`src/pcd_pkg.sv`:
```
// Constants, register map and state types for the cable diagnostic bank.
// Assumes a 50 MHz core clock and 32-bit AHB-Lite register access.
package pcd_pkg;

    // ------------------------------------------------------------
    // Clock and timing
    // ------------------------------------------------------------
    localparam int CLK_HZ = 50_000_000;
    localparam int CLK_PER_MS = CLK_HZ / 1000;
    // Bypass wait before forcing the link up, in milliseconds
    localparam int BYPASS_TIME_MS = 200;
    localparam logic [7:0] BYPASS_MS_CNT = 8'(BYPASS_TIME_MS);

    // ------------------------------------------------------------
    // Register indices and byte addresses
    // ------------------------------------------------------------
    localparam logic [7:0] IDX_VIEW_PAIR = 8'h16;
    localparam logic [7:0] IDX_SWING = 8'h1a;
    localparam logic [7:0] IDX_BYPASS = 8'h1b;
    localparam logic [7:0] IDX_CFT = 8'h1c;
    localparam logic [7:0] IDX_IRQ_STAT = 8'h20;
    localparam logic [7:0] IDX_IRQ_MASK = 8'h21;
    localparam logic [9:0] ADDR_VIEW_PAIR = {IDX_VIEW_PAIR, 2'b00};
    localparam logic [9:0] ADDR_SWING = {IDX_SWING, 2'b00};
    localparam logic [9:0] ADDR_BYPASS = {IDX_BYPASS, 2'b00};
    localparam logic [9:0] ADDR_CFT = {IDX_CFT, 2'b00};
    localparam logic [9:0] ADDR_IRQ_STAT = {IDX_IRQ_STAT, 2'b00};
    localparam logic [9:0] ADDR_IRQ_MASK = {IDX_IRQ_MASK, 2'b00};

    // ------------------------------------------------------------
    // Field values and reset values
    // ------------------------------------------------------------
    localparam logic [7:0] VIEW_BASET = 8'h00;
    localparam logic [7:0] VIEW_BASEX = 8'h01;
    localparam logic [7:0] RST_VIEW = 8'h00;
    localparam logic [2:0] RST_SWING = 3'h2;
    localparam logic [4:0] RST_SWING_RSVD = 5'h01;
    localparam logic [2:0] BYP_RO_TOP = 3'h4;
    localparam logic RST_BYP_EN = 1'b1;
    localparam logic [10:0] RST_BYP_RSVD = 11'h088;
    localparam logic [1:0] RES_NONE = 2'h0;
    localparam logic [1:0] RES_SHORT = 2'h1;
    localparam logic [1:0] RES_OPEN = 2'h2;
    localparam logic [1:0] RES_FAIL = 2'h3;
    localparam logic [4:0] RST_MAG = 5'h00;
    localparam logic [7:0] RST_DIST = 8'h00;

    // ------------------------------------------------------------
    // Field positions
    // ------------------------------------------------------------
    localparam int BYP_EN_BIT = 12;
    localparam int BYP_STAT_BIT = 11;
    localparam int CFT_EN_BIT = 15;
    localparam int IRQ_CFT_BIT = 0;
    localparam int IRQ_BYP_BIT = 1;

    // ------------------------------------------------------------
    // State machines
    // ------------------------------------------------------------
    typedef enum logic [2:0] {
        CFT_IDLE = 3'b001,
        CFT_RUN = 3'b010,
        CFT_HOLD = 3'b100
    } pcd_cft_state_t;

    typedef enum logic [2:0] {
        BYP_DOWN = 3'b001,
        BYP_TIMING = 3'b010,
        BYP_UP = 3'b100
    } pcd_byp_state_t;

endpackage

```
`src/pcd_event_flag.sv`:
```
// Sticky interrupt status bit, cleared by a write of one.
// Assumes set and clear are single-cycle pulses on core_clk.
`timescale 1ns/1ps
`default_nettype none
module pcd_event_flag (
    input wire logic core_clk,
    input wire logic rst_b,
    input wire logic setPulse,
    input wire logic clrPulse,
    output logic flag_r
);

    // Set wins over a clear in the same cycle
    always_ff @(posedge core_clk or negedge rst_b) begin
        if (!rst_b) begin
            flag_r <= 1'b0;
        end else if (setPulse) begin
            flag_r <= 1'b1;
        end else if (clrPulse) begin
            flag_r <= 1'b0;
        end
    end

endmodule // pcd_event_flag
`default_nettype wire

```
`src/pcd_regs.sv`:
```
// Management register bank: view select, output swing, BASE-X bypass
// and cable fault test result registers behind an AHB-Lite slave.
// Assumes the analog test engine and BASE-X logic share core_clk.
//
// Contract
// - View byte selects BASE-T or BASE-X view
// - Pair select picks diagnostic channel A to D
// - One write sets view and pair together
// - Three-bit swing code, reset code 010
// - Bypass enable forces link after 200 ms
// - Bypass status shows link came via timer
// - Test runs on enable, only link down
// - Test ignores far-end negotiation or pulses
// - Two-bit result: fail, open, short, none
// - Five-bit reflected magnitude, resets to zero
// - Eight-bit distance, host converts to meters
// - Distance zero when nothing found
`timescale 1ns/1ps
`default_nettype none
module pcd_regs
    import pcd_pkg::*;
#(
    parameter int P_CYCLES_PER_MS = CLK_PER_MS
) (
    input wire logic core_clk,
    input wire logic rst_b,
    // AHB-Lite slave
    input wire logic hsel,
    input wire logic [31:0] haddr,
    input wire logic [1:0] htrans,
    input wire logic hwrite,
    input wire logic [2:0] hsize,
    input wire logic hready,
    input wire logic [31:0] hwdata,
    output logic [31:0] hrdata,
    output logic hreadyout,
    output logic hresp,
    // Configuration toward the transceiver core
    output logic viewBasex,
    output logic [2:0] swingCode,
    // BASE-X link control
    input wire logic basexSyncOk,
    input wire logic basexAnDone,
    output logic basexLinkUp,
    // Cable fault test engine
    input wire logic linkUp,
    input wire logic cftDone,
    input wire logic [7:0] cftStatusAll,
    input wire logic [19:0] cftMagAll,
    input wire logic [31:0] cftDistAll,
    output logic cftRun,
    // Interrupt
    output logic irq
);

    // --------------------
    // Storage
    // --------------------
    logic [7:0] viewSel_r; // View byte, low bits double as pair
    logic [2:0] swing_r; // Output amplitude code
    logic [4:0] swingRsvd_r; // Preserved reserved bits
    logic bypEn_r; // Bypass enable
    logic bypStat_r; // Link came up via bypass timer
    logic [10:0] bypRsvd_r; // Preserved reserved bits
    logic cftEn_r; // Test enable
    logic [7:0] resStat_r; // Latched status, two bits per pair
    logic [19:0] resMag_r; // Latched magnitude, five per pair
    logic [31:0] resDist_r; // Latched distance, eight per pair
    logic [1:0] irqMask_r; // Interrupt mask
    logic [1:0] irqStat; // Sticky interrupt flags
    pcd_cft_state_t cftState_r;
    pcd_byp_state_t bypState_r;
    // --------------------
    // Bus front end
    // --------------------
    logic addrValid; // Accepted address phase
    logic wrPend_r; // Write data phase pending
    logic [9:0] wrAddr_r; // Address of pending write
    logic wrView, wrSwing, wrByp, wrCft, wrStat, wrMask;
    logic [1:0] pairSel; // Channel under view
    logic [1:0] selStat; // Status of selected pair
    logic [4:0] selMag;
    logic [7:0] selDist;
    logic [31:0] rdMux; // Read value for the address phase
    logic cftEvent; // Test completed this cycle
    logic bypEvent; // Bypass timer expired this cycle

    assign hreadyout = 1'b1;
    assign hresp = 1'b0;
    assign addrValid = hsel & hready & htrans[1] & (hsize == 3'h2);
    // Capture write address phase
    always_ff @(posedge core_clk or negedge rst_b) begin
        if (!rst_b) begin
            wrPend_r <= 1'b0;
            wrAddr_r <= 10'h000;
        end else if (hready) begin
            wrPend_r <= addrValid & hwrite;
            wrAddr_r <= haddr[9:0];
        end
    end
    // Write strobes, valid only in the data phase
    always_comb begin
        wrView = 1'b0;
        wrSwing = 1'b0;
        wrByp = 1'b0;
        wrCft = 1'b0;
        wrStat = 1'b0;
        wrMask = 1'b0;
        if (!wrPend_r) begin
            wrView = 1'b0;
        end else if (wrAddr_r == ADDR_VIEW_PAIR) begin
            wrView = 1'b1;
        end else if (wrAddr_r == ADDR_SWING) begin
            wrSwing = 1'b1;
        end else if (wrAddr_r == ADDR_BYPASS) begin
            wrByp = 1'b1;
        end else if (wrAddr_r == ADDR_CFT) begin
            wrCft = 1'b1;
        end else if (wrAddr_r == ADDR_IRQ_STAT) begin
            wrStat = 1'b1;
        end else if (wrAddr_r == ADDR_IRQ_MASK) begin
            wrMask = 1'b1;
        end
    end
    // --------------------
    // View and pair select
    // --------------------
    // shared byte write
    always_ff @(posedge core_clk or negedge rst_b) begin
        if (!rst_b) begin
            viewSel_r <= RST_VIEW;
        end else if (wrView) begin
            viewSel_r <= hwdata[7:0];
        end
    end
    assign viewBasex = (viewSel_r == VIEW_BASEX);
    assign pairSel = viewSel_r[1:0];
    // --------------------
    // Output swing
    // --------------------
    // swing code store
    always_ff @(posedge core_clk or negedge rst_b) begin
        if (!rst_b) begin
            swing_r <= RST_SWING;
            swingRsvd_r <= RST_SWING_RSVD;
        end else if (wrSwing) begin
            swing_r <= hwdata[2:0];
            swingRsvd_r <= hwdata[7:3];
        end
    end
    assign swingCode = swing_r;
    // --------------------
    // Bypass control
    // --------------------
    // reserved bits kept as written
    always_ff @(posedge core_clk or negedge rst_b) begin
        if (!rst_b) begin
            bypEn_r <= RST_BYP_EN;
            bypRsvd_r <= RST_BYP_RSVD;
        end else if (wrByp) begin
            bypEn_r <= hwdata[BYP_EN_BIT];
            bypRsvd_r <= hwdata[10:0];
        end
    end

    logic [$clog2(P_CYCLES_PER_MS)-1:0] msDiv_r; // Millisecond divider
    logic msTick; // One pulse per millisecond
    logic [7:0] msCnt_r; // Milliseconds while timing
    assign msTick = (msDiv_r == ($bits(msDiv_r))'(P_CYCLES_PER_MS - 1));

    // Divider runs only while the bypass timer is armed
    always_ff @(posedge core_clk or negedge rst_b) begin
        if (!rst_b) begin
            msDiv_r <= '0;
            msCnt_r <= 8'h00;
        end else if (bypState_r != BYP_TIMING) begin
            msDiv_r <= '0;
            msCnt_r <= 8'h00;
        end else if (msTick) begin
            msDiv_r <= '0;
            msCnt_r <= msCnt_r + 8'h01;
        end else begin
            msDiv_r <= msDiv_r + 1'b1;
        end
    end

    assign bypEvent = (bypState_r == BYP_TIMING) && basexSyncOk &&
                      !basexAnDone && bypEn_r &&
                      (msCnt_r == BYPASS_MS_CNT);

    always_ff @(posedge core_clk or negedge rst_b) begin
        if (!rst_b) begin
            bypState_r <= BYP_DOWN;
        end else begin
            case (bypState_r)
                BYP_DOWN: begin
                    if (basexSyncOk && basexAnDone) begin
                        bypState_r <= BYP_UP;
                    end else if (basexSyncOk && bypEn_r) begin
                        bypState_r <= BYP_TIMING;
                    end
                end
                BYP_TIMING: begin
                    if (!basexSyncOk || (!bypEn_r && !basexAnDone)) begin
                        bypState_r <= BYP_DOWN;
                    end else if (basexAnDone || bypEvent) begin
                        bypState_r <= BYP_UP;
                    end
                end
                BYP_UP: begin
                    if (!basexSyncOk) begin
                        bypState_r <= BYP_DOWN;
                    end
                end
                default: begin
                    bypState_r <= BYP_DOWN;
                end
            endcase
        end
    end
    assign basexLinkUp = (bypState_r == BYP_UP);

    always_ff @(posedge core_clk or negedge rst_b) begin
        if (!rst_b) begin
            bypStat_r <= 1'b0;
        end else if (bypEvent) begin
            bypStat_r <= 1'b1;
        end else if (bypState_r != BYP_UP && basexSyncOk && basexAnDone) begin
            bypStat_r <= 1'b0;
        end
    end
    // --------------------
    // Cable fault test
    // --------------------
    // enable bit store
    always_ff @(posedge core_clk or negedge rst_b) begin
        if (!rst_b) begin
            cftEn_r <= 1'b0;
        end else if (wrCft) begin
            cftEn_r <= hwdata[CFT_EN_BIT];
        end
    end

    assign cftEvent = (cftState_r == CFT_RUN) && cftDone && cftEn_r &&
                      !linkUp;

    always_ff @(posedge core_clk or negedge rst_b) begin
        if (!rst_b) begin
            cftState_r <= CFT_IDLE;
        end else begin
            case (cftState_r)
                CFT_IDLE: begin
                    if (cftEn_r && !linkUp) begin
                        cftState_r <= CFT_RUN;
                    end
                end
                CFT_RUN: begin
                    if (!cftEn_r || linkUp) begin
                        cftState_r <= CFT_IDLE;
                    end else if (cftDone) begin
                        cftState_r <= CFT_HOLD;
                    end
                end
                CFT_HOLD: begin
                    if (!cftEn_r) begin
                        cftState_r <= CFT_IDLE;
                    end
                end
                default: begin
                    cftState_r <= CFT_IDLE;
                end
            endcase
        end
    end
    assign cftRun = (cftState_r == CFT_RUN);

    always_ff @(posedge core_clk or negedge rst_b) begin
        if (!rst_b) begin
            resStat_r <= {4{RES_NONE}};
            resMag_r <= {4{RST_MAG}};
            resDist_r <= {4{RST_DIST}};
        end else if (cftEvent) begin
            resStat_r <= cftStatusAll;
            resMag_r <= cftMagAll;
            for (int p = 0; p < 4; p++) begin
                if (cftStatusAll[p*2 +: 2] == RES_NONE) begin
                    resDist_r[p*8 +: 8] <= RST_DIST;
                end else begin
                    resDist_r[p*8 +: 8] <= cftDistAll[p*8 +: 8];
                end
            end
        end
    end
    assign selStat = resStat_r[pairSel*2 +: 2];
    assign selMag = resMag_r[pairSel*5 +: 5];
    assign selDist = resDist_r[pairSel*8 +: 8];
    // --------------------
    // Interrupts
    // --------------------
    pcd_event_flag u_flagCft (
        .core_clk(core_clk),
        .rst_b(rst_b),
        .setPulse(cftEvent),
        .clrPulse(wrStat & hwdata[IRQ_CFT_BIT]),
        .flag_r(irqStat[IRQ_CFT_BIT])
    );
    pcd_event_flag u_flagByp (
        .core_clk(core_clk),
        .rst_b(rst_b),
        .setPulse(bypEvent),
        .clrPulse(wrStat & hwdata[IRQ_BYP_BIT]),
        .flag_r(irqStat[IRQ_BYP_BIT])
    );
    // Mask register
    always_ff @(posedge core_clk or negedge rst_b) begin
        if (!rst_b) begin
            irqMask_r <= 2'h0;
        end else if (wrMask) begin
            irqMask_r <= hwdata[1:0];
        end
    end
    assign irq = |(irqStat & irqMask_r);
    // --------------------
    // Read path
    // --------------------
    // Address decode for reads, unmapped reads as zero
    always_comb begin
        rdMux = 32'h0000_0000;
        if (haddr[9:0] == ADDR_VIEW_PAIR) begin
            rdMux = {24'h00_0000, viewSel_r};
        end else if (haddr[9:0] == ADDR_SWING) begin
            rdMux = {24'h00_0000, swingRsvd_r, swing_r};
        end else if (haddr[9:0] == ADDR_BYPASS) begin
            rdMux = {16'h0000, BYP_RO_TOP, bypEn_r, bypStat_r, bypRsvd_r};
        end else if (haddr[9:0] == ADDR_CFT) begin
            rdMux = {16'h0000, cftEn_r, selStat, selMag, selDist};
        end else if (haddr[9:0] == ADDR_IRQ_STAT) begin
            rdMux = {30'h0000_0000, irqStat};
        end else if (haddr[9:0] == ADDR_IRQ_MASK) begin
            rdMux = {30'h0000_0000, irqMask_r};
        end
    end
    // Read data registered at the address phase
    always_ff @(posedge core_clk or negedge rst_b) begin
        if (!rst_b) begin
            hrdata <= 32'h0000_0000;
        end else if (addrValid && !hwrite) begin
            hrdata <= (haddr[31:10] == 22'h00_0000) ? rdMux : 32'h0000_0000;
        end
    end

endmodule // pcd_regs
`default_nettype wire

```
`config.mk`:
```
export PLATFORM = sky130hd
export DESIGN_NAME = pcd_regs
export DESIGN_NICKNAME = d
export VERILOG_FILES = /design/src/pcd_pkg.sv /design/src/pcd_event_flag.sv /design/src/pcd_regs.sv
export SDC_FILE = /design/constraint.sdc
export NUM_CORES = 1
export LEC_CHECK = 0
export ABC_AREA = 0
export BUFFER_PORTS_ARGS = -buffer_cell sky130_fd_sc_hd__buf_2
export CAP_MARGIN = 40
export CELL_PAD_IN_SITES_DETAIL_PLACEMENT = 0
export CELL_PAD_IN_SITES_GLOBAL_PLACEMENT = 1
export CORE_MARGIN = 5
export CORE_UTILIZATION = 30
export CTS_CLUSTER_DIAMETER = 150
export CTS_CLUSTER_SIZE = 16
export DETAILED_ROUTE_END_ITERATION = 7
export PLACE_DENSITY_LB_ADDON = 0.12
export SLEW_MARGIN = 10
export SYNTH_ARGS = -nofsm -noshare
export SYNTH_HDL_FRONTEND = slang
export SYNTH_SLANG_ARGS = --single-unit
```
`constraint.sdc`:
```
create_clock -name core_clk -period 2.1 [get_ports core_clk]
set_input_delay 0.42 -clock core_clk [delete_from_list [all_inputs] [get_ports core_clk]]
set_output_delay 0.42 -clock core_clk [all_outputs]
set_load 0.005 [all_outputs]
```
Word level (Yosys, flattened, before mapping)
Cells that the tools add are included.
{ "totals": {"ff_bits": 167, "elab_cells": 157} }
{ "op_classes": {"addsub": 2, "mul": 1, "n_eq_ne": 30, "shifts": 3, "mux": 59, "bitwise_logic": 7, "reduce_logical": 35} }
{ "ops": {"columns": ["cell", "count"], "rows": [
  ["2-to-1 mux 16 bit", 6],
  ["equality test 10 x 7 -> 1 bit (second input constant)", 8],
  ["2-to-1 mux 8 bit", 6],
  ["equality test 10 x 8 -> 1 bit (second input constant)", 4],
  ["2-to-1 mux 1 bit", 33],
  ["2-to-1 mux 32 bit", 1],
  ["variable part select 32 x 6 -> 8 bit", 1],
  ["2-to-1 mux 3 bit", 9],
  ["zero test 22 bit", 1],
  ["variable part select 20 x 6 -> 5 bit", 1],
  ["case mux 3 bit (3 select lines)", 2],
  ["adder 16 x 1 -> 16 bit (second input constant)", 1],
  ["equality test 16 bit (second input constant)", 1],
  ["logical AND 1 bit", 14],
  ["equality test 3 x 2 -> 1 bit (second input constant)", 3],
  ["adder 8 x 1 -> 8 bit (second input constant)", 1],
  ["equality test 8 x 1 -> 1 bit (second input constant)", 1],
  ["equality test 8 bit (second input constant)", 1],
  ["zero test 2 bit", 4],
  ["nonzero test 2 bit", 4],
  ["variable part select 8 x 4 -> 2 bit", 1],
  ["bitwise AND 1 bit", 6],
  ["equality test 3 x 1 -> 1 bit (second input constant)", 2],
  ["equality test 3 bit (second input constant)", 2],
  ["other kinds (11)", 24]
]} }

Logic depth before layout (Yosys ltp)
{ "logic_depth": {"word_depth": 10, "ltp_mapped": 8, "mapped_depth_nobuf": 6} }

By module
From an unflattened synthesis, not the netlist that was laid out.
{ "unflattened": {"cells_unflattened": 714, "hier_area_um2": 7349.5} }
{ "modules_own_cells": {"columns": ["module", "n_inst", "cells_per_inst", "area_per_inst_um2", "seq_area_each_um2"], "rows": [
  ["pcd_regs", 1, 708, 7277.0, 3737.3],
  ["pcd_event_flag", 2, 3, 36.3, 25.0]
]} }

Least setup slack after synthesis
No wires, ideal clock.
{ "synth_path": {"path_kind": "input to register", "startpoint": "in haddr[1]", "endpoint": "reg hrdata[1]", "setup_ns": 0.092, "arrival_ns": 1.908, "required_ns": 2.008, "setup_slack_ns": 0.100, "path_stages": 5, "path_cell_list": "or4b_4 or4b_4 o221ai_2 a22oi_1 o31ai_2"} }
{ "synth_via": {"elab_chain_cells": 8, "elab_cells_between_ends": 13, "cone_classes": "eq/ne: 6; mux: 7"} }
{ "synth_rtl": {"columns": ["element", "line", "source"], "rows": [
  ["start: declaration", "pcd_regs.sv:29", "input wire logic [31:0] haddr,"],
  ["equality test 10 x 8 -> 1 bit", "pcd_regs.sv:339", "end else if (haddr[9:0] == ADDR_IRQ_MASK) begin"],
  ["2-to-1 mux 2 bit", "pcd_regs.sv:339", null],
  ["2-to-1 mux 2 bit", "pcd_regs.sv:337", "end else if (haddr[9:0] == ADDR_IRQ_STAT) begin"],
  ["2-to-1 mux 16 bit", "pcd_regs.sv:335", "end else if (haddr[9:0] == ADDR_CFT) begin"],
  ["2-to-1 mux 16 bit", "pcd_regs.sv:333", "end else if (haddr[9:0] == ADDR_BYPASS) begin"],
  ["2-to-1 mux 16 bit", "pcd_regs.sv:331", "end else if (haddr[9:0] == ADDR_SWING) begin"],
  ["2-to-1 mux 16 bit (*)", "pcd_regs.sv:329", "if (haddr[9:0] == ADDR_VIEW_PAIR) begin"],
  ["2-to-1 mux 32 bit (*)", "pcd_regs.sv:348", "hrdata <= (haddr[31:10] == 22'h00_0000) ? rdMux : 32'h0000_0000;"],
  ["end signal: assignment", "pcd_regs.sv:348", null],
  ["end: declaration", "pcd_regs.sv:35", "output logic [31:0] hrdata,"]
]} }
Mark *: on every way between the ends. The rest lies on a longest branch, timed or not.
A chain may end at the register's enable or synchronous reset.

Worst setup path in the final report
{ "layout_path": {"startpoint": "reg viewSel_r[5]", "endpoint": "out viewBasex"} }
{ "layout_via": {"elab_chain_cells": 1} }
{ "layout_rtl": {"columns": ["element", "line", "source"], "rows": [
  ["start: declaration", "pcd_regs.sv:59", "logic [7:0] viewSel_r;"],
  ["start signal: assignment", "pcd_regs.sv:133", "viewSel_r <= hwdata[7:0];"],
  ["equality test 8 x 1 -> 1 bit", "pcd_regs.sv:136", "assign viewBasex = (viewSel_r == VIEW_BASEX);"],
  ["end: declaration", "pcd_regs.sv:39", "output logic viewBasex,"]
]} }
No other way between the ends.

==> flow_summary.toml <==
[run_status]
status = "complete, no violations"

[logic_synthesis]
synth_simple_gate_area_frac = 0.157
synth_seq_cells = 151
synth_edf_count = 0
synth_commonest_cells = "144 x dfrtp_1, 99 x nand2_1, 69 x mux2_2"
yosysUniqueCellTypes = 57
syn_inst = 643
syn_area_um2 = 7240
yosys.area.top_type = "dfrtp_1"
synth_top_family_by_area = "multiplexers"
synth_flop_cell = "dfrtp_1"
synthTopCellsByArea = "dfrtp_1 50%, mux2_2 11%, nand2_1 5.1%"
synth_top_area_frac = 0.498
async_reset_ff_frac = 1.00
synth_xor_area_frac = 0.0254
post-synth-top-count-cell = "dfrtp_1"
yosysWarnings = 0
syn_area_per_cell_um2 = 11.3
synthMuxAreaShare = 0.162
synth_compound_area_frac = 0.0816
ys_seq_area_frac = 0.523
synth_fa_ha_area_frac = 0.00518

[min_path]
whs_path_depth = 2
hp-start = "linkUp"
min_path_type = "in2reg"
min_to = "cftState_r[1]"

[sta]
fin_crit_ns = 2.01
fmaxAchievable_mhz = 498
setup_violations = 0
grt_setup_unrepaired = "false"
setup_tns_ns = 0
maxSlewViolCount = 0
skew_ns = 0.00946
finalCritPeriodShare = 0.956
hold_viol_final = 0

[setup_path]
critPathMaxStageDelay_ns = 0.40
r2r_slack_ns = 0.19
worstPathMaxFanout = 3
arrival_ns = 1.59
worst_ep_required_time_ns = 1.68
cp_slowest_cell = "dfrtp_1"
r2r_start = "cftState_r[0]"
cp_cell_sequence = "nor4_1, and4b_1, buf_2"
worst_setup_path_start_kind = "register"
r2r_end = "resStat_r[5]"
reg2reg_depth = 5
cp-end-kind = "output port"
path_class = "reg2out"

[global_routing]
grt.total_usage = 0.144
grt.overflow.total = 0
antenna_found_initial = 0
grt_max_degree = 65
grt_first_pass_wirelength_um = 30400
grt_util_met3 = 0.0290
busiest_layer = "met2"
grt_pass1_vias = 5761
met2_usage = 0.234
grt_use_met1 = 0.195

[final_layout]
fin_nets = 953
fill_cells = 2341
drive_above_1_share = 0.396
final_util = 0.387
synthToLayoutAreaGrowth_pct = 26.3
instances_no_fill = 1144
multiInputGateArea_um2 = 3200
regArea_um2 = 3790
insertedDiodeCount = 0

[clock_network]
clockBufferDepth = 2
cts_made_buffers = 17
h-tree-depth = 4
cts_tree = "done"
root_buffer = "clkbuf_16"
clk_latency_ns = 0.42
numClockSinks = 151
clkTransAtPathRegs_ns = 0.06
post-cts-setup-buffers = 0

[placement]
placed_cells = 1111
hpwl_um = 14700
port_buffers = 140
place_congestion = 0.795

[die]
die_area_um2 = 27300
die_w_um = 165
start_util = 0.307
pin_count = 179
die_y_um = 165
coreArea_um2 = 23600
rows = 56

[power]
peakVddDrop_mv = 0.395
p_leak_uw = 0.00420
power_density_nw_per_um2 = 703

[route]
drc_errors = 0
drt_iter0_markers = 266
detail_route.wl_per_cell_um = 17.0
wl_um = 19400
ant_nets = 0
drt-vias-per-instance = 4.67
dr.pass1.iters = 4
vias = 5338

[job]
drv_cap = 0
==> per-layer routing <==
layer	vias to the layer above	wire (um)
li1	2584	-
met4	0	293
met1	2617	8910
met2	121	9340
met5	-	0
met3	16	887
==> kinds of logic (layout without fill, tap and decap cells) <==
| logic type | count (synthesis) | after routing |
|---|---|---|
| buffers and inverters | 62 | 228 |
| adders and majority gates | 3 | 3 |
| xor gates and xnor gates | 21 | 21 |
| and+or+nand+nor | 223 | 223 |
| muxes | 90 | 90 |
| AOI/OAI and AO/OA | 91 | 91 |
| other | 2 | 18 |
| DFF | 151 | 151 |
==> registers in the layout (all words and copies together), names as in the netlist <==
register,count
msCnt_r,8
wrPend_r,1
bypRsvd_r,11
cftState_r,3
bypState_r,3
viewSel_r,8
resDist_r,32
resMag_r,20
swingCode,3
wrAddr_r,10
u_flagCft.flag_r,1
swingRsvd_r,5
bypStat_r,1
irqMask_r,2
bypEn_r,1
resStat_r,8
cftEn_r,1
hrdata,16
msDiv_r,16
u_flagByp.flag_r,1
==> worst max-delay path, delay by kind of cell (launching register included) <==
kind          cells  cell delay [ns]
simple gates      2             0.64
flops             1             0.40
buf+inv           1             0.13
==> timing repair <==
action                                 4_1_cts  5_1_grt
setup endpoints to repair                    1        0
resized for setup                            1        0
hold buffers                                 1        0
endpoints found under the hold margin       31        0
==> per-stage QoR <==
| step | hold slack, ns | total power [uW] | setup WS (ns) | area (um^2) |
|---|---|---|---|---|
| 6_report | 0.197 | 6430 | 0.0931 | 9140 |
| 5_1_grt | 0.180 | 6700 | 0.0136 | 9140 |
| 4_1_cts | 0.174 | 6530 | 0.0347 | 9140 |
| 3_5_place_dp | 0.363 | 3450 | -0.152 | 8550 |
| 3_3_place_gp | 0.363 | 3440 | -0.141 | 8550 |
| 2_1_floorplan | 0.124 | 3200 | 0.0997 | 7300 |
==> cells in the final DEF, fill, tap and decap left out, types with 15 or more instances in the layout <==
master / netlist / routed
conb_1: 2 / 18
clkbuf_16: 0 / 17
mux2_2: 69 / 69
nand2_1: 99 / 98
dfrtp_1: 144 / 143
o21ai_0: 53 / 53
buf_4: 18 / 39
nor2_1: 32 / 32
buf_2: 5 / 139
mux4_2: 15 / 15
==> worst max path at each step <==
| stage | startpoint | endpoint | slack, ns |
|---|---|---|---|
| after floorplan | haddr[1] | hrdata[1] | 0.1 |
| after global placement | haddr[1] | hrdata[11] | -0.14 |
| after detailed placement | haddr[1] | hrdata[10] | -0.15 |
| after CTS | viewSel_r[5] | viewBasex | 0.03 |
| after global routing | cftState_r[0] | resDist_r[5] | 0.01 |
| final | viewSel_r[5] | viewBasex | 0.09 |
==> layout make-up <==
class	count	share of cell area
Sequential cell	151	0.414
Multi-Input combinational cell	446	0.350
Timing Repair Buffer	186	0.124
Clock buffer	21	0.0504
Tap cell	319	0.0437
Clock inverter	11	0.0137
Inverter	10	0.00411
==> where the power goes <==
part / switching (uW) / internal, uW / total (uW)
Clock: 1230 / 1810 / 3040
Sequential: 35.7 / 2960 / 3000
Combinational: 204 / 190 / 393
No activity file was read; power rests on OpenSTA's default activity.
